### src/rtl/lsec_map.svh
`ifndef LSEC_MAP_SVH
`define LSEC_MAP_SVH
// Register offsets
`define LSEC_SWITCH_OFS    5'h00
`define LSEC_SETUP_OFS     5'h01
// Switch register fields
`define LSEC_OSC_BIT       0
`define LSEC_SENSE_BIT     1
`define LSEC_LIRQ_BIT      4
`define LSEC_SLEEP_BIT     6
`define LSEC_NPIRQ_BIT     7
`define LSEC_SWITCH_MASK   8'hD3
// Setup register fields
`define LSEC_SRST_BIT      7
`define LSEC_GAIN_HI       5
`define LSEC_GAIN_LO       4
`define LSEC_TIME_HI       2
`define LSEC_TIME_LO       0
`define LSEC_SETUP_MASK    8'h37
// Reset values
`define LSEC_SWITCH_RST    8'h00
`define LSEC_SETUP_RST     8'h00
// Timing
`define LSEC_CLK_HZ        20000000
`define LSEC_MS_PER_S      1000
`define LSEC_STEP_MS       100
`define LSEC_TIME_MAX_CODE 3'h5
// Saturation counts
`define LSEC_SAT_SHORT     16'h9400
`define LSEC_SAT_LONG      16'hFFFF
`endif

### src/rtl/lsec_pkg.sv
package lsec_pkg;
    // Settings that leave the register file for the converter front end
    typedef struct packed {
        logic       osc_run;
        logic       sense_on;
        logic [1:0] gain;
        logic [2:0] period;
    } lsec_cfg_t;

    typedef enum logic [1:0] {
        LSEC_GAIN_LOW,
        LSEC_GAIN_MED,
        LSEC_GAIN_HIGH,
        LSEC_GAIN_MAX
    } lsec_gain_t;

    typedef enum {
        LSEC_IDLE,
        LSEC_INTEGRATE
    } lsec_state_t;
endpackage

### src/rtl/lsec_ctrl.sv
`timescale 1ns/10ps
`include "lsec_map.svh"

// Contract
// - Switch bit 0 runs the oscillator; timers and converters stop without it.
// - Switch bit 1 turns ambient light measurement on or off.
// - Switch bit 4 lets filtered light interrupts reach the pin.
// - Switch bit 7 lets unfiltered threshold interrupts reach the pin directly.
// - Switch bit 6 drops power at cycle end once an interrupt exists.
// - Setup register clears to zero at power-up.
// - Setup bit 7 resets whole device like power-on, then clears itself.
// - Setup bits 5:4 pick gain low, medium, high or maximum.
// - Setup bits 2:0 pick 100 ms steps, code 0 is 100 ms.
// - Results saturate at 37888 for 100 ms, else 65535.
// - Flags always reach status; pin only when matching allow bit set.
// - Unfiltered crossings flag at cycle end; filtered ones need persistence.
module lsec_ctrl
    import lsec_pkg::*;
#(
    parameter int MS_CYCLES = `LSEC_CLK_HZ / `LSEC_MS_PER_S
)(
    input  wire logic        sys_clk,
    input  wire logic        srst,
    input  wire logic [4:0]  reg_addr,
    input  wire logic        reg_wr,
    input  wire logic [7:0]  reg_wdata,
    output logic      [7:0]  reg_rdata,
    input  wire logic        persist_met,
    input  wire logic        np_cross,
    input  wire logic        light_flag,
    input  wire logic        np_flag,
    input  wire logic [16:0] ch0_raw,
    input  wire logic [16:0] ch1_raw,
    output lsec_cfg_t        cfg,
    output logic             cycle_end,
    output logic             light_flag_set,
    output logic             np_flag_set,
    output logic [15:0]      ch0_result,
    output logic [15:0]      ch1_result,
    output logic             irq_pin,
    output logic             device_reset
);

    // ------------------------------------------------------------
    // Helpers
    // ------------------------------------------------------------

    // Codes above 5 have no defined period, so they clamp to the longest
    function automatic logic [2:0] eff_period(input logic [2:0] code);
        eff_period = (code > `LSEC_TIME_MAX_CODE) ? `LSEC_TIME_MAX_CODE : code;
    endfunction

    // Shortest period tops out lower than the rest
    function automatic logic [15:0] sat_limit(input logic [2:0] code);
        sat_limit = (code == 3'h0) ? `LSEC_SAT_SHORT : `LSEC_SAT_LONG;
    endfunction

    function automatic logic [15:0] clamp(input logic [16:0] raw, input logic [15:0] lim);
        clamp = (raw > {1'b0, lim}) ? lim : raw[15:0];
    endfunction

    // ------------------------------------------------------------
    // Registers
    // ------------------------------------------------------------

    logic [7:0]  switch_r;
    logic [7:0]  switch_nxt;
    logic [7:0]  setup_r;
    logic [7:0]  setup_nxt;
    logic        rst_pend_r;
    logic        rst_pend_nxt;
    logic        sleep_req;
    logic        soft_reset_hit;

    assign soft_reset_hit = reg_wr && (reg_addr == `LSEC_SETUP_OFS) && reg_wdata[`LSEC_SRST_BIT];

    // Register writes; reserved bits are dropped so they always read zero
    always_comb
    begin
        switch_nxt   = switch_r;
        setup_nxt    = setup_r;
        rst_pend_nxt = 1'b0;
        if (reg_wr && reg_addr == `LSEC_SWITCH_OFS)
        begin
            switch_nxt = reg_wdata & `LSEC_SWITCH_MASK;
        end
        if (reg_wr && reg_addr == `LSEC_SETUP_OFS)
        begin
            setup_nxt = reg_wdata & `LSEC_SETUP_MASK;
        end
        // Sleep only clears the oscillator bit, a host write in the same cycle loses
        if (sleep_req)
        begin
            switch_nxt[`LSEC_OSC_BIT] = 1'b0;
        end
        // Soft reset takes the next cycle; the bit itself is never stored
        if (soft_reset_hit)
        begin
            rst_pend_nxt = 1'b1;
        end
        if (rst_pend_r)
        begin
            switch_nxt = `LSEC_SWITCH_RST;
            setup_nxt  = `LSEC_SETUP_RST;
        end
    end

    always_ff @(posedge sys_clk)
    begin
        if (srst)
        begin
            switch_r   <= `LSEC_SWITCH_RST;
            setup_r    <= `LSEC_SETUP_RST;
            rst_pend_r <= 1'b0;
        end
        else
        begin
            switch_r   <= switch_nxt;
            setup_r    <= setup_nxt;
            rst_pend_r <= rst_pend_nxt;
        end
    end

    assign device_reset = rst_pend_r;

    // Read mux; unmapped offsets answer zero
    always_comb
    begin
        case (reg_addr)
            `LSEC_SWITCH_OFS: reg_rdata = switch_r;
            `LSEC_SETUP_OFS:  reg_rdata = setup_r;
            default:          reg_rdata = 8'h00;
        endcase
    end

    // ------------------------------------------------------------
    // Settings out
    // ------------------------------------------------------------

    always_comb
    begin
        cfg.osc_run  = switch_r[`LSEC_OSC_BIT];
        cfg.sense_on = switch_r[`LSEC_SENSE_BIT];
        cfg.gain     = setup_r[`LSEC_GAIN_HI:`LSEC_GAIN_LO];
        cfg.period   = eff_period(setup_r[`LSEC_TIME_HI:`LSEC_TIME_LO]);
    end

    // ------------------------------------------------------------
    // Integration timer
    // ------------------------------------------------------------

    localparam int MS_W = $clog2(MS_CYCLES + 1);

    lsec_state_t     state_r;
    lsec_state_t     state_nxt;
    logic [MS_W-1:0] tick_cnt_r;
    logic [MS_W-1:0] tick_cnt_nxt;
    logic [9:0]      ms_cnt_r;
    logic [9:0]      ms_cnt_nxt;
    logic            ms_tick;
    logic            running;
    logic [9:0]      period_ms;

    // Timer only advances while both the oscillator and the function are on
    assign running   = cfg.osc_run && cfg.sense_on && !rst_pend_r;
    assign ms_tick   = (tick_cnt_r == MS_W'(MS_CYCLES - 1));
    assign period_ms = 10'(({7'h00, cfg.period} + 10'h001) * `LSEC_STEP_MS);

    always_comb
    begin
        state_nxt    = state_r;
        tick_cnt_nxt = tick_cnt_r;
        ms_cnt_nxt   = ms_cnt_r;
        cycle_end    = 1'b0;
        case (state_r)
            LSEC_IDLE:
            begin
                tick_cnt_nxt = '0;
                ms_cnt_nxt   = '0;
                if (running)
                begin
                    state_nxt = LSEC_INTEGRATE;
                end
            end
            LSEC_INTEGRATE:
            begin
                if (!running)
                begin
                    state_nxt = LSEC_IDLE;
                end
                else
                begin
                    tick_cnt_nxt = ms_tick ? '0 : tick_cnt_r + 1'b1;
                    if (ms_tick)
                    begin
                        if (ms_cnt_r + 10'h001 >= period_ms)
                        begin
                            // Next cycle starts at once, as the converters do
                            ms_cnt_nxt = '0;
                            cycle_end  = 1'b1;
                        end
                        else
                        begin
                            ms_cnt_nxt = ms_cnt_r + 10'h001;
                        end
                    end
                end
            end
            default:
            begin
                state_nxt = LSEC_IDLE;
            end
        endcase
    end

    always_ff @(posedge sys_clk)
    begin
        if (srst)
        begin
            state_r    <= LSEC_IDLE;
            tick_cnt_r <= '0;
            ms_cnt_r   <= '0;
        end
        else
        begin
            state_r    <= state_nxt;
            tick_cnt_r <= tick_cnt_nxt;
            ms_cnt_r   <= ms_cnt_nxt;
        end
    end

    // ------------------------------------------------------------
    // Results, flags and pin
    // ------------------------------------------------------------

    logic [15:0] ch0_nxt;
    logic [15:0] ch1_nxt;

    // Results are captured and clamped only at the end of a cycle
    always_comb
    begin
        ch0_nxt = ch0_result;
        ch1_nxt = ch1_result;
        if (cycle_end)
        begin
            ch0_nxt = clamp(ch0_raw, sat_limit(cfg.period));
            ch1_nxt = clamp(ch1_raw, sat_limit(cfg.period));
        end
    end

    always_ff @(posedge sys_clk)
    begin
        if (srst || rst_pend_r)
        begin
            ch0_result <= 16'h0000;
            ch1_result <= 16'h0000;
        end
        else
        begin
            ch0_result <= ch0_nxt;
            ch1_result <= ch1_nxt;
        end
    end

    // Status flags set regardless of the allow bits; pin is gated
    assign np_flag_set    = cycle_end && np_cross;
    assign light_flag_set = cycle_end && persist_met;
    assign irq_pin        = (switch_r[`LSEC_LIRQ_BIT] && light_flag)
                          || (switch_r[`LSEC_NPIRQ_BIT] && np_flag);
    // Pending or just-raised interrupt counts toward sleep
    assign sleep_req      = cycle_end && switch_r[`LSEC_SLEEP_BIT]
                          && (light_flag || np_flag || np_flag_set || light_flag_set);

endmodule

### config.mk
export PLATFORM = sky130hd
export DESIGN_NAME = lsec_ctrl
export DESIGN_NICKNAME = d
export VERILOG_FILES = /design/src/rtl/lsec_pkg.sv /design/src/rtl/lsec_ctrl.sv
export VERILOG_INCLUDE_DIRS = /design/src /design/src/rtl
export SDC_FILE = /design/constraint.sdc
export NUM_CORES = 1
export LEC_CHECK = 0
export BUFFER_PORTS_ARGS = -buffer_cell sky130_fd_sc_hd__buf_2
export CORE_ASPECT_RATIO = 0.5
export CORE_MARGIN = 10
export CORE_UTILIZATION = 49
export CTS_CLUSTER_DIAMETER = 80
export DETAILED_ROUTE_END_ITERATION = 16
export PLACE_DENSITY = 0.78
export SLEW_MARGIN = 20
export SYNTH_ARGS = -nofsm -noshare
export SYNTH_HDL_FRONTEND = slang
export SYNTH_SLANG_ARGS = --single-unit
### constraint.sdc
create_clock -name sys_clk -period 4 [get_ports sys_clk]
set_input_delay 0.4 -clock sys_clk [delete_from_list [all_inputs] [get_ports sys_clk]]
set_output_delay 0.4 -clock sys_clk [all_outputs]
set_load 0.02 [all_outputs]
==> reports/metrics.csv, run 1 <==
stage,metric,value,unit
sta,worst rel slew slack,0.474,
power_and_ir_drop,maximum VDD drop,0.215,mV
floorplanning,IO Count,106,
synth,Synth Warn #,0,
synth,Mapped Area,4170,um^2
layout,most frequent cells in the layout,"buf_2, dfxtp_1, nor2_1, ha_1, nand2_1",
grt,first-pass GRT wire length,18700,um
clock_network,Skew-Pair Late Insertion Delay,0.34,ns
floorplanning,initial core utilization,0.512,
detailed_routing,DR WL/cell,15.8,um
setup_path,Register-to-Register Path Depth,17,
setup_path,Worst path depth,16,
detailed_routing,Post-DRT Antenna Nets,0,
detailed_routing,drt initial violations,264,
clock_network,# clock sinks,69,
setup_path,"Max FO, Critical Path",15,
setup_path,CP max-delay cell,dfxtp_4,
setup_path,Critical R2R Launch,setup_r[1],
setup_path,CP max stage delay,0.35,ns
layout,Antenna Cells,0,
clock_network,clock tree buffer depth,2,
detailed_routing,vias per cell,5.69,
detailed_routing,Post-route DRC,0,
sta,smallest setup slack after layout,0.178,ns
clock_network,Clk Tree Root Cell,clkbuf_16,
sta,Max Clk Rate,262,MHz
grt,antenna violations before repair,0,
synth,"Seq/Total Area, Yosys",0.331,
placed_design,RD Place Congestion,0.842,
layout,"most common cell after layout, fill and taps aside",buf_2,
placed_design,IO buf count,103,
grt,GRT Total Usage,0.174,
sta,clk_skew,0.00543,ns
setup_path,worst path cell trace,a21oi_4 > inv_2 > ha_4 > xnor2_4 > ha_1 > inv_2 > ha_4 > xor2_1 > ha_1 > and4_4 > a221oi_2 > o211ai_1 > buf_4 > buf_8 > and3_1 > buf_4,
setup_path,Arrival @ worst endpoint,3.42,ns
setup_path,Setup Crit Path Kind,flop to primary output,
floorplanning,die height,85.2,um
setup_path,"setup slack, reg-to-reg",0.25,ns
clock_network,clk slew on worst S/H paths,0.05,ns
clock_network,CTS H-tree depth,3,
detailed_routing,routed via count,4034,
synth,"Primary FF master, synth",dfxtp_1,
setup_path,R2R Path End,ch0_result[6],
setup_path,CP Launch Point,setup_r[1],
floorplanning,core region area,8140,um^2
run,Max Cap Viol,0,
sta,Worst Tran Pin Value,0.787,ns
sta,Tcrit/Tclk final,0.955,
floorplanning,die extent in x,150,um
worst_hold_path,Hold WC Path Type,primary input to flop,
detailed_routing,final wirelength,11200,um
run_status,status,"complete, no violations",
placed_design,post-placement setup slack,-0.0284,ns
clock_network,TritonCTS clock tree,done,
layout,Filler cells,678,
setup_path,CP top delay family,adder cells,
sta,Fin. Hold Viols,0,
setup_path,crit path buf inv count,5,
layout,share of cells above drive strength 1,0.273,
worst_hold_path,hold_sp,reg_wdata[5],
placed_design,dpl hpwl,8140,um
floorplanning,die area,12800,um^2
setup_path,CP Launch Type,flop,
synth,Mapped Cells,490,
sta,final setup violating endpoints,0,
placed_design,Placed Instance Area,4810,um^2
grt,largest net degree at the start of global routing,35,
layout,Final #Nets,689,
clock_network,cts hold-fix bufs,0,
power_and_ir_drop,P per Cell Area,310,nW/um^2
synth,synthesized flop and latch total,69,
grt,vias in the first global route,3923,
detailed_routing,TritonRoute pass-1 iters,5,
floorplanning,row count,23,
synth,Netlist cell types,57,
sta,Final Max Slew Viols,0,
setup_path,Critical Path End,np_flag_set,
setup_path,CP required,3.60,ns
grt,GRT overflow,0,
layout,area delta synth->final,25.6,%
setup_path,CP endpoint kind,primary output,
synth,ys async rst share,0,
layout,Finished Cell Area,5240,um^2
clock_network,cts bufs inserted,9,
synth,Post-synth EDFFs,0,
sta,Final Critical Period,3.82,ns
synth,Syn Area/Cell,8.51,um^2
power_and_ir_drop,Leak,2.34,nW
## power breakdown
group          total, W  leakage, nW  switching, W  internal, W
logic          0.000188         1.65      0.000113    0.0000754
clock network  0.000731        0.134      0.000278     0.000453
registers      0.000702        0.557    0.00000891     0.000694
## synthesized netlist by cell type, drive strengths merged (3+ instances only)
library cell / instances / area [um^2]
buf: 7 / 53.8
or2: 3 / 18.8
o211ai: 14 / 105
ha: 43 / 538
a31oi: 18 / 113
nand2: 37 / 139
nand4: 22 / 138
mux2i: 10 / 100
nor3: 14 / 70.1
xnor2: 14 / 123
dfxtp: 69 / 1380
nor3b: 4 / 45.1
or4b: 4 / 40.0
or4: 6 / 48.8
a21boi: 14 / 105
nor2: 40 / 150
o21ai: 29 / 145
a21o: 7 / 52.6
and2: 3 / 18.8
and3: 7 / 43.8
nor4: 3 / 40.0
nor2b: 4 / 25.0
xor2: 11 / 96.3
inv: 14 / 52.6
nand3: 20 / 100
a21oi: 19 / 95.1
clkbuf: 25 / 95.1
## worst min-delay path, stage by stage
cell	delay, ns
buf_2	0.07
mux2i_1	0.05
nor2_1	0.08
## flip-flops by register name, indices dropped and copies added, names as in the netlist
register	cells
ch0_result	16
ch1_result	16
device_reset	1
ms_cnt_r	10
setup_r	5
state_r	1
switch_r	5
tick_cnt_r	15
## routing by layer
layer | vias to the layer above | GRT usage | wire length (um)
li1 | 2005 | - | -
met1 | 1916 | 0.204 | 4920
met5 | - | 0 | 0
met4 | 0 | 0.0675 | 169
met2 | 98 | 0.295 | 5510
met3 | 15 | 0.0508 | 571
## worst min-delay path by stage
stage,endpoint,slack [ns],depth (start not counted)
2_1_floorplan,switch_r[7],0.44,2
3_3_place_gp,switch_r[6],0.46,2
3_5_place_dp,ch0_result[9],0.47,2
4_1_cts,setup_r[5],0.28,3
5_1_grt,setup_r[5],0.31,3
6_report,setup_r[5],0.30,3
## cell type report
type / instances / area (um^2) / share of cell area
clock buffer: 15 / 268 / 0.0511
timing repair buffer: 122 / 668 / 0.128
tap: 112 / 140 / 0.0268
inverter: 14 / 52.6 / 0.0100
clock inverter: 1 / 5.00 / 0.000956
sequential: 69 / 1390 / 0.265
multi-input combinational: 376 / 2710 / 0.518
## timing repair
| item | 4_1_cts | 5_1_grt |
|---|---|---|
| setup endpoints to repair | 16 | 34 |
| resized for setup | 7 | 16 |
| pin swaps | 4 | 7 |
| setup buffers | 3 | 2 |
## cell families (layout without fill, tap and decap cells)
group,count (synthesis),after routing,synth area share
buffers and inverters,46,152,0.0483
multiplexers,10,10,0.0240
XOR/XNOR,25,25,0.0525
other,1,2,0.000900
AO/OA/AOI/OAI,118,118,0.182
adder cells (fa/ha/maj),43,43,0.129
flip-flops,69,69,0.331
AND/OR/NAND/NOR,178,178,0.232
## stage by stage
step,utilization,TNS [ns],power [W],instances,hold WS (ns)
after detailed placement,0.591,-0.279,0.000900,688,0.469
after global routing,0.643,-0.0137,0.00169,709,0.312
after floorplan,-,0,0.000836,491,0.444
final,0.643,0,0.00162,709,0.300
after global placement,0.591,0,0.000895,688,0.462
after CTS,0.631,0,0.00163,707,0.285
Note: power is estimated with default switching activity, not from simulation.
==> run 2: changes to the inputs <==
Settings changed: RECOVER_POWER set to 50.
==> reports/metrics.csv, run 2 (same netlist as run 1, synthesis figures left out) <==
stage,metric,value,unit
run_status,status,"complete, no violations",
grt,GRT overflow,0,
layout,Antenna Cells,0,
setup_path,CP Launch Point,setup_r[1],
clock_network,clock tree buffer depth,2,
power_and_ir_drop,maximum VDD drop,0.214,mV
detailed_routing,metal3 WL,548,um
clock_network,TritonCTS clock tree,done,
layout,final core occ,0.636,
clock_network,Clk Tree Root Cell,clkbuf_16,
placed_design,dpl hpwl,8140,um
setup_path,Setup Crit Path Kind,flop to primary output,
detailed_routing,drt initial violations,201,
sta,clk_skew,0.00586,ns
clock_network,CTS H-tree depth,3,
setup_path,Critical R2R Launch,setup_r[1],
power_and_ir_drop,Net Switching,0.000397,W
detailed_routing,vias per cell,5.67,
sta,Max Clk Rate,262,MHz
floorplanning,IO Count,106,
worst_hold_path,hold_sp,reg_wdata[5],
power_and_ir_drop,Leak,2.13,nW
placed_design,IO buf count,103,
clock_network,# clock sinks,69,
detailed_routing,TritonRoute pass-1 iters,4,
layout,area delta synth->final,24.2,%
detailed_routing,met2 WL post-DR,5470,um
layout,largest registers,"ch0_result x16, ch1_result x16, tick_cnt_r x15",
detailed_routing,DR WL/cell,15.7,um
clock_network,clk slew on worst S/H paths,0.05,ns
detailed_routing,routed via count,4023,
placed_design,RD Place Congestion,0.842,
run,Max Cap Viol,0,
setup_path,"Max FO, Critical Path",15,
power_and_ir_drop,Clock Power Share,0.450,
setup_path,CP max stage delay,0.35,ns
power_and_ir_drop,Logic pwr share,0.116,
detailed_routing,top layer in use,met4,
floorplanning,initial core utilization,0.512,
floorplanning,row count,23,
setup_path,CP max-delay cell,dfxtp_4,
setup_path,CP Launch Type,flop,
power_and_ir_drop,Design Power,0.00162,W
power_and_ir_drop,P per Cell Area,313,nW/um^2
sta,Tcrit/Tclk final,0.955,
sta,setup TNS after final layout,0,ns
layout,"most common cell after layout, fill and taps aside",dfxtp_1,
grt,first-pass GRT wire length,18700,um
floorplanning,core region area,8140,um^2
clock_network,Skew-Pair Late Insertion Delay,0.34,ns
sta,worst rel slew slack,0.475,
setup_path,crit path buf inv count,5,
worst_hold_path,Hold WC Path Type,primary input to flop,
floorplanning,die area,12800,um^2
detailed_routing,final wirelength,11100,um
grt,vias in the first global route,3923,
power_and_ir_drop,internal power of the cells,0.00122,W
power_and_ir_drop,switching fraction of total power,0.245,
setup_path,worst path cell trace,a21oi_4 > inv_2 > ha_4 > xnor2_4 > ha_1 > inv_2 > ha_4 > xor2_1 > ha_1 > and4_4 > a221oi_2 > o211ai_1 > buf_4 > buf_8 > and3_1 > buf_4,
power_and_ir_drop,Reg power frac,0.434,
setup_path,CP top delay family,adder cells,
sta,Final Critical Period,3.82,ns
detailed_routing,Post-DRT Antenna Nets,0,
sta,Fin. Hold Viols,0,
layout,share of cells above drive strength 1,0.194,
clock_network,cts bufs inserted,9,
setup_path,CP required,3.60,ns
layout,non-filler instance count after layout,709,
detailed_routing,M1 wire length,4930,um
floorplanning,die height,85.2,um
sta,final setup violating endpoints,0,
sta,Worst Tran Pin Value,0.786,ns
setup_path,Arrival @ worst endpoint,3.42,ns
detailed_routing,Post-route DRC,0,
setup_path,CP endpoint kind,primary output,
floorplanning,die extent in x,150,um
grt,antenna violations before repair,0,
sta,Final Max Slew Viols,0,
layout,most frequent cells in the layout,"dfxtp_1, buf_2, clkbuf_1, nor2_1, ha_1",
layout,Final #Nets,689,
placed_design,placed cells,688,
grt,largest net degree at the start of global routing,35,
grt,GRT Total Usage,0.174,
sta,hold_ws,0.301,ns
==> run 2: cell types whose count changed in the layout (fill, tap and decap cells not counted) <==
cell,previous run,this run
clkbuf_1,4,51
and2_1,3,1
buf_2,102,55
and2_0,0,2
==> run 2: layout make-up <==
| class | count | area [um^2] |
|---|---|---|
| fill | 708 | 2970 |
| sequential | 69 | 1390 |
| inverter | 14 | 52.6 |
| tap | 112 | 140 |
| clock buffer | 15 | 268 |
| timing repair buffer | 122 | 609 |
| multi-input combinational | 376 | 2710 |
| clock inverter | 1 | 5.00 |
==> run 2: path summary, 6_finish.rpt <==
path	to	slack, ns	cells after the start
worst max-delay path	np_flag_set	0.18	16
worst min-delay path	setup_r[5]	0.30	3
worst max register to register	ch0_result[0]	0.25	17
worst min register to register	ch0_result[5]	0.48	2
==> run 2: power by group through the flow <==
stage | sequential (W) | clock (W) | combinational [W]
floorplan | 0.000716 | 0 | 0.000120
global placement | 0.000718 | 0 | 0.000177
detailed placement | 0.000718 | 0 | 0.000182
CTS | 0.000704 | 0.000746 | 0.000184
global route | 0.000703 | 0.000772 | 0.000214
finish | 0.000703 | 0.000728 | 0.000188
==> run 2: worst min-delay path: cells and delay by family <==
family / cells / cell delay, ns
muxes: 1 / 0.05
and+or+nand+nor: 1 / 0.08
buffers and inverters: 1 / 0.07
==> run 2: metal layers <==
metal,vias to the layer above,track usage
met5,-,0
met4,0,0.0675
met3,17,0.0508
met2,97,0.295
met1,1901,0.204
li1,2008,-
==> run 2: what timing repair did <==
action,CTS,global route
setup endpoints to repair,16,34
gates resized for setup,7,16
hold buffers,0,0
pin swaps,4,7
buffers inserted,3,2
==> run 2: per-stage QoR <==
stage / worst slack, ns / instance area [um^2]
after CTS: 0.0179 / 5140
after global placement: 0.0677 / 4810
after global routing: -0.0150 / 5180
final: 0.180 / 5180
after floorplan: 0.00635 / 4190
after detailed placement: -0.0284 / 4810
==> run 3: changes to the inputs <==
Settings changed: CORE_ASPECT_RATIO 0.5 to 0.6, CORE_UTILIZATION 49 to 58, PLACE_DENSITY 0.78 to 0.86, SETUP_SLACK_MARGIN set to 0.4.
Clock period 4 ns to 4.63 ns, I/O delays scaled along.
==> reports/metrics.csv, run 3 (same netlist as run 1, synthesis figures left out) <==
stage,metric,value,unit
run_status,status,"complete, no violations",
power_and_ir_drop,P per Cell Area,283,nW/um^2
sta,RSZ-0062 raised after global routing,false,
clock_network,cts bufs inserted,9,
setup_path,Register-to-Register Path Depth,17,
detailed_routing,final wirelength,12400,um
placed_design,IO buf count,103,
worst_hold_path,cell depth of the worst hold path,3,
run,Max Cap Viol,0,
detailed_routing,Post-route DRC,0,
layout,Antenna Cells,0,
sta,setup TNS after final layout,0,ns
clock_network,CTS H-tree depth,3,
sta,Fin. Hold Viols,0,
sta,smallest setup slack after layout,0.415,ns
setup_path,CP endpoint kind,primary output,
worst_hold_path,hold_sp,reg_wdata[6],
layout,area delta synth->final,22.2,%
layout,most frequent cells in the layout,"dfxtp_1, buf_2, clkbuf_1, ha_1, nor2_1",
placed_design,post-placement setup slack,0.0987,ns
detailed_routing,Post-DRT Antenna Nets,0,
power_and_ir_drop,maximum VDD drop,0.217,mV
sta,clk_skew,0.00748,ns
sta,final setup violating endpoints,0,
setup_path,"setup slack, reg-to-reg",0.54,ns
sta,Max Clk Rate,237,MHz
setup_path,"Max FO, Critical Path",5,
grt,GRT overflow,0,
worst_hold_path,hold endpoint,switch_r[6],
power_and_ir_drop,Leak,2.16,nW
clock_network,cts hold-fix bufs,0,
placed_design,RD Place Congestion,0.901,
clock_network,clock tree buffer depth,2,
floorplanning,die extent in x,129,um
clock_network,# clock sinks,69,
sta,Worst Tran Pin Value,1.03,ns
placed_design,dpl hpwl,9150,um
clock_network,Skew-Pair Late Insertion Delay,0.34,ns
grt,GRT Total Usage,0.223,
sta,hold_ws,0.376,ns
layout,share of cells above drive strength 1,0.193,
grt,largest net degree at the start of global routing,35,
layout,Final #Nets,691,
clock_network,TritonCTS clock tree,done,
floorplanning,core region area,6820,um^2
setup_path,CP Launch Type,flop,
layout,"most common cell after layout, fill and taps aside",dfxtp_1,
worst_hold_path,Hold WC Path Type,primary input to flop,
floorplanning,initial core utilization,0.611,
floorplanning,row count,23,
sta,Final Max Slew Viols,0,
detailed_routing,vias per cell,6.14,
setup_path,CP required,4.17,ns
grt,antenna violations before repair,0,
sta,worst rel slew slack,0.312,
setup_path,Setup Crit Path Kind,flop to primary output,
grt,first-pass GRT wire length,20200,um
detailed_routing,TritonRoute pass-1 iters,5,
floorplanning,die area,11100,um^2
detailed_routing,routed via count,4199,
setup_path,Arrival @ worst endpoint,3.75,ns
grt,vias in the first global route,4078,
sta,Tcrit/Tclk final,0.910,
sta,Final Critical Period,4.21,ns
detailed_routing,drt initial violations,383,
layout,largest registers,"ch0_result x16, ch1_result x16, tick_cnt_r x15",
floorplanning,die height,85.7,um
clock_network,Clk Tree Root Cell,clkbuf_16,
setup_path,Critical R2R Launch,setup_r[1],
clock_network,clk slew on worst S/H paths,0.05,ns
floorplanning,IO Count,106,
setup_path,R2R Path End,ch0_result[6],
detailed_routing,DR WL/cell,18.2,um
[run 3: changes by cell type in the layout (fill, tap and decap cells not counted), moves of 2 or more]
| cell | change |
|---|---|
| buf_2 | +3 |
| buf_6 | +2 |
| clkbuf_1 | -4 |
| dfxtp_2 | +3 |
| dfxtp_4 | -2 |
| ha_1 | +3 |
| ha_4 | -4 |
| inv_1 | +3 |
| inv_2 | -3 |
[run 3: power by group]
part           total (W)  internal (W)  switching (W)
Clock           0.000665      0.000425       0.000241
Sequential      0.000609      0.000600     0.00000880
Combinational   0.000166     0.0000648       0.000102
Total            0.00144       0.00109       0.000351
[run 3: cell type report]
cell class | instances | area (um^2)
Timing Repair Buffer | 124 | 624
Tap cell | 87 | 109
Sequential cell | 69 | 1390
Clock buffer | 12 | 246
Fill cell | 490 | 1730
Multi-Input combinational cell | 376 | 2640
Inverter | 14 | 52.6
Clock inverter | 2 | 35.0
[run 3: how the worst max path moves through the flow]
stage               startpoint             end
CTS                 setup_r[1]     np_flag_set
global route        setup_r[1]       cycle_end
floorplan           setup_r[2]   ch0_result[0]
finish              setup_r[1]     np_flag_set
global placement    setup_r[1]  ch0_result[11]
detailed placement  setup_r[1]     ms_cnt_r[2]
[run 3: per-stage QoR]
step                      instance area (um^2)  power, W  cells   util
after CTS                                 5100   0.00144    680  0.747
final                                     5090   0.00144    684  0.746
after detailed placement                  4730  0.000779    659  0.694
after global routing                      5090   0.00150    684  0.746
after global placement                    4730  0.000770    659  0.694
after floorplan                           4170  0.000722    491      -
[run 3: metal layers]
metal	wire, um	track usage
met5	0	0
met4	255	0.0681
met1	5460	0.289
met3	971	0.0707
met2	5740	0.344
[run 3: critical path, stage by stage, from the launching register on]
cell      delay [ns]
dfxtp_2         0.34
a21oi_1         0.22
inv_2           0.09
ha_2            0.20
xnor2_2         0.18
inv_1           0.07
ha_1            0.20
ha_1            0.32
nand3_1         0.11
xnor2_1         0.20
ha_1            0.28
and4_4          0.20
a221oi_2        0.23
o211ai_1        0.23
buf_4           0.23
and3_1          0.16
buf_2           0.16
[run 3: timing repair]
action	CTS	global route
setup buffers	7	4
hold endpoints to repair	0	0
gates resized for setup	7	9
setup endpoints to repair	36	15
pin swaps	5	5
gates cloned	0	0
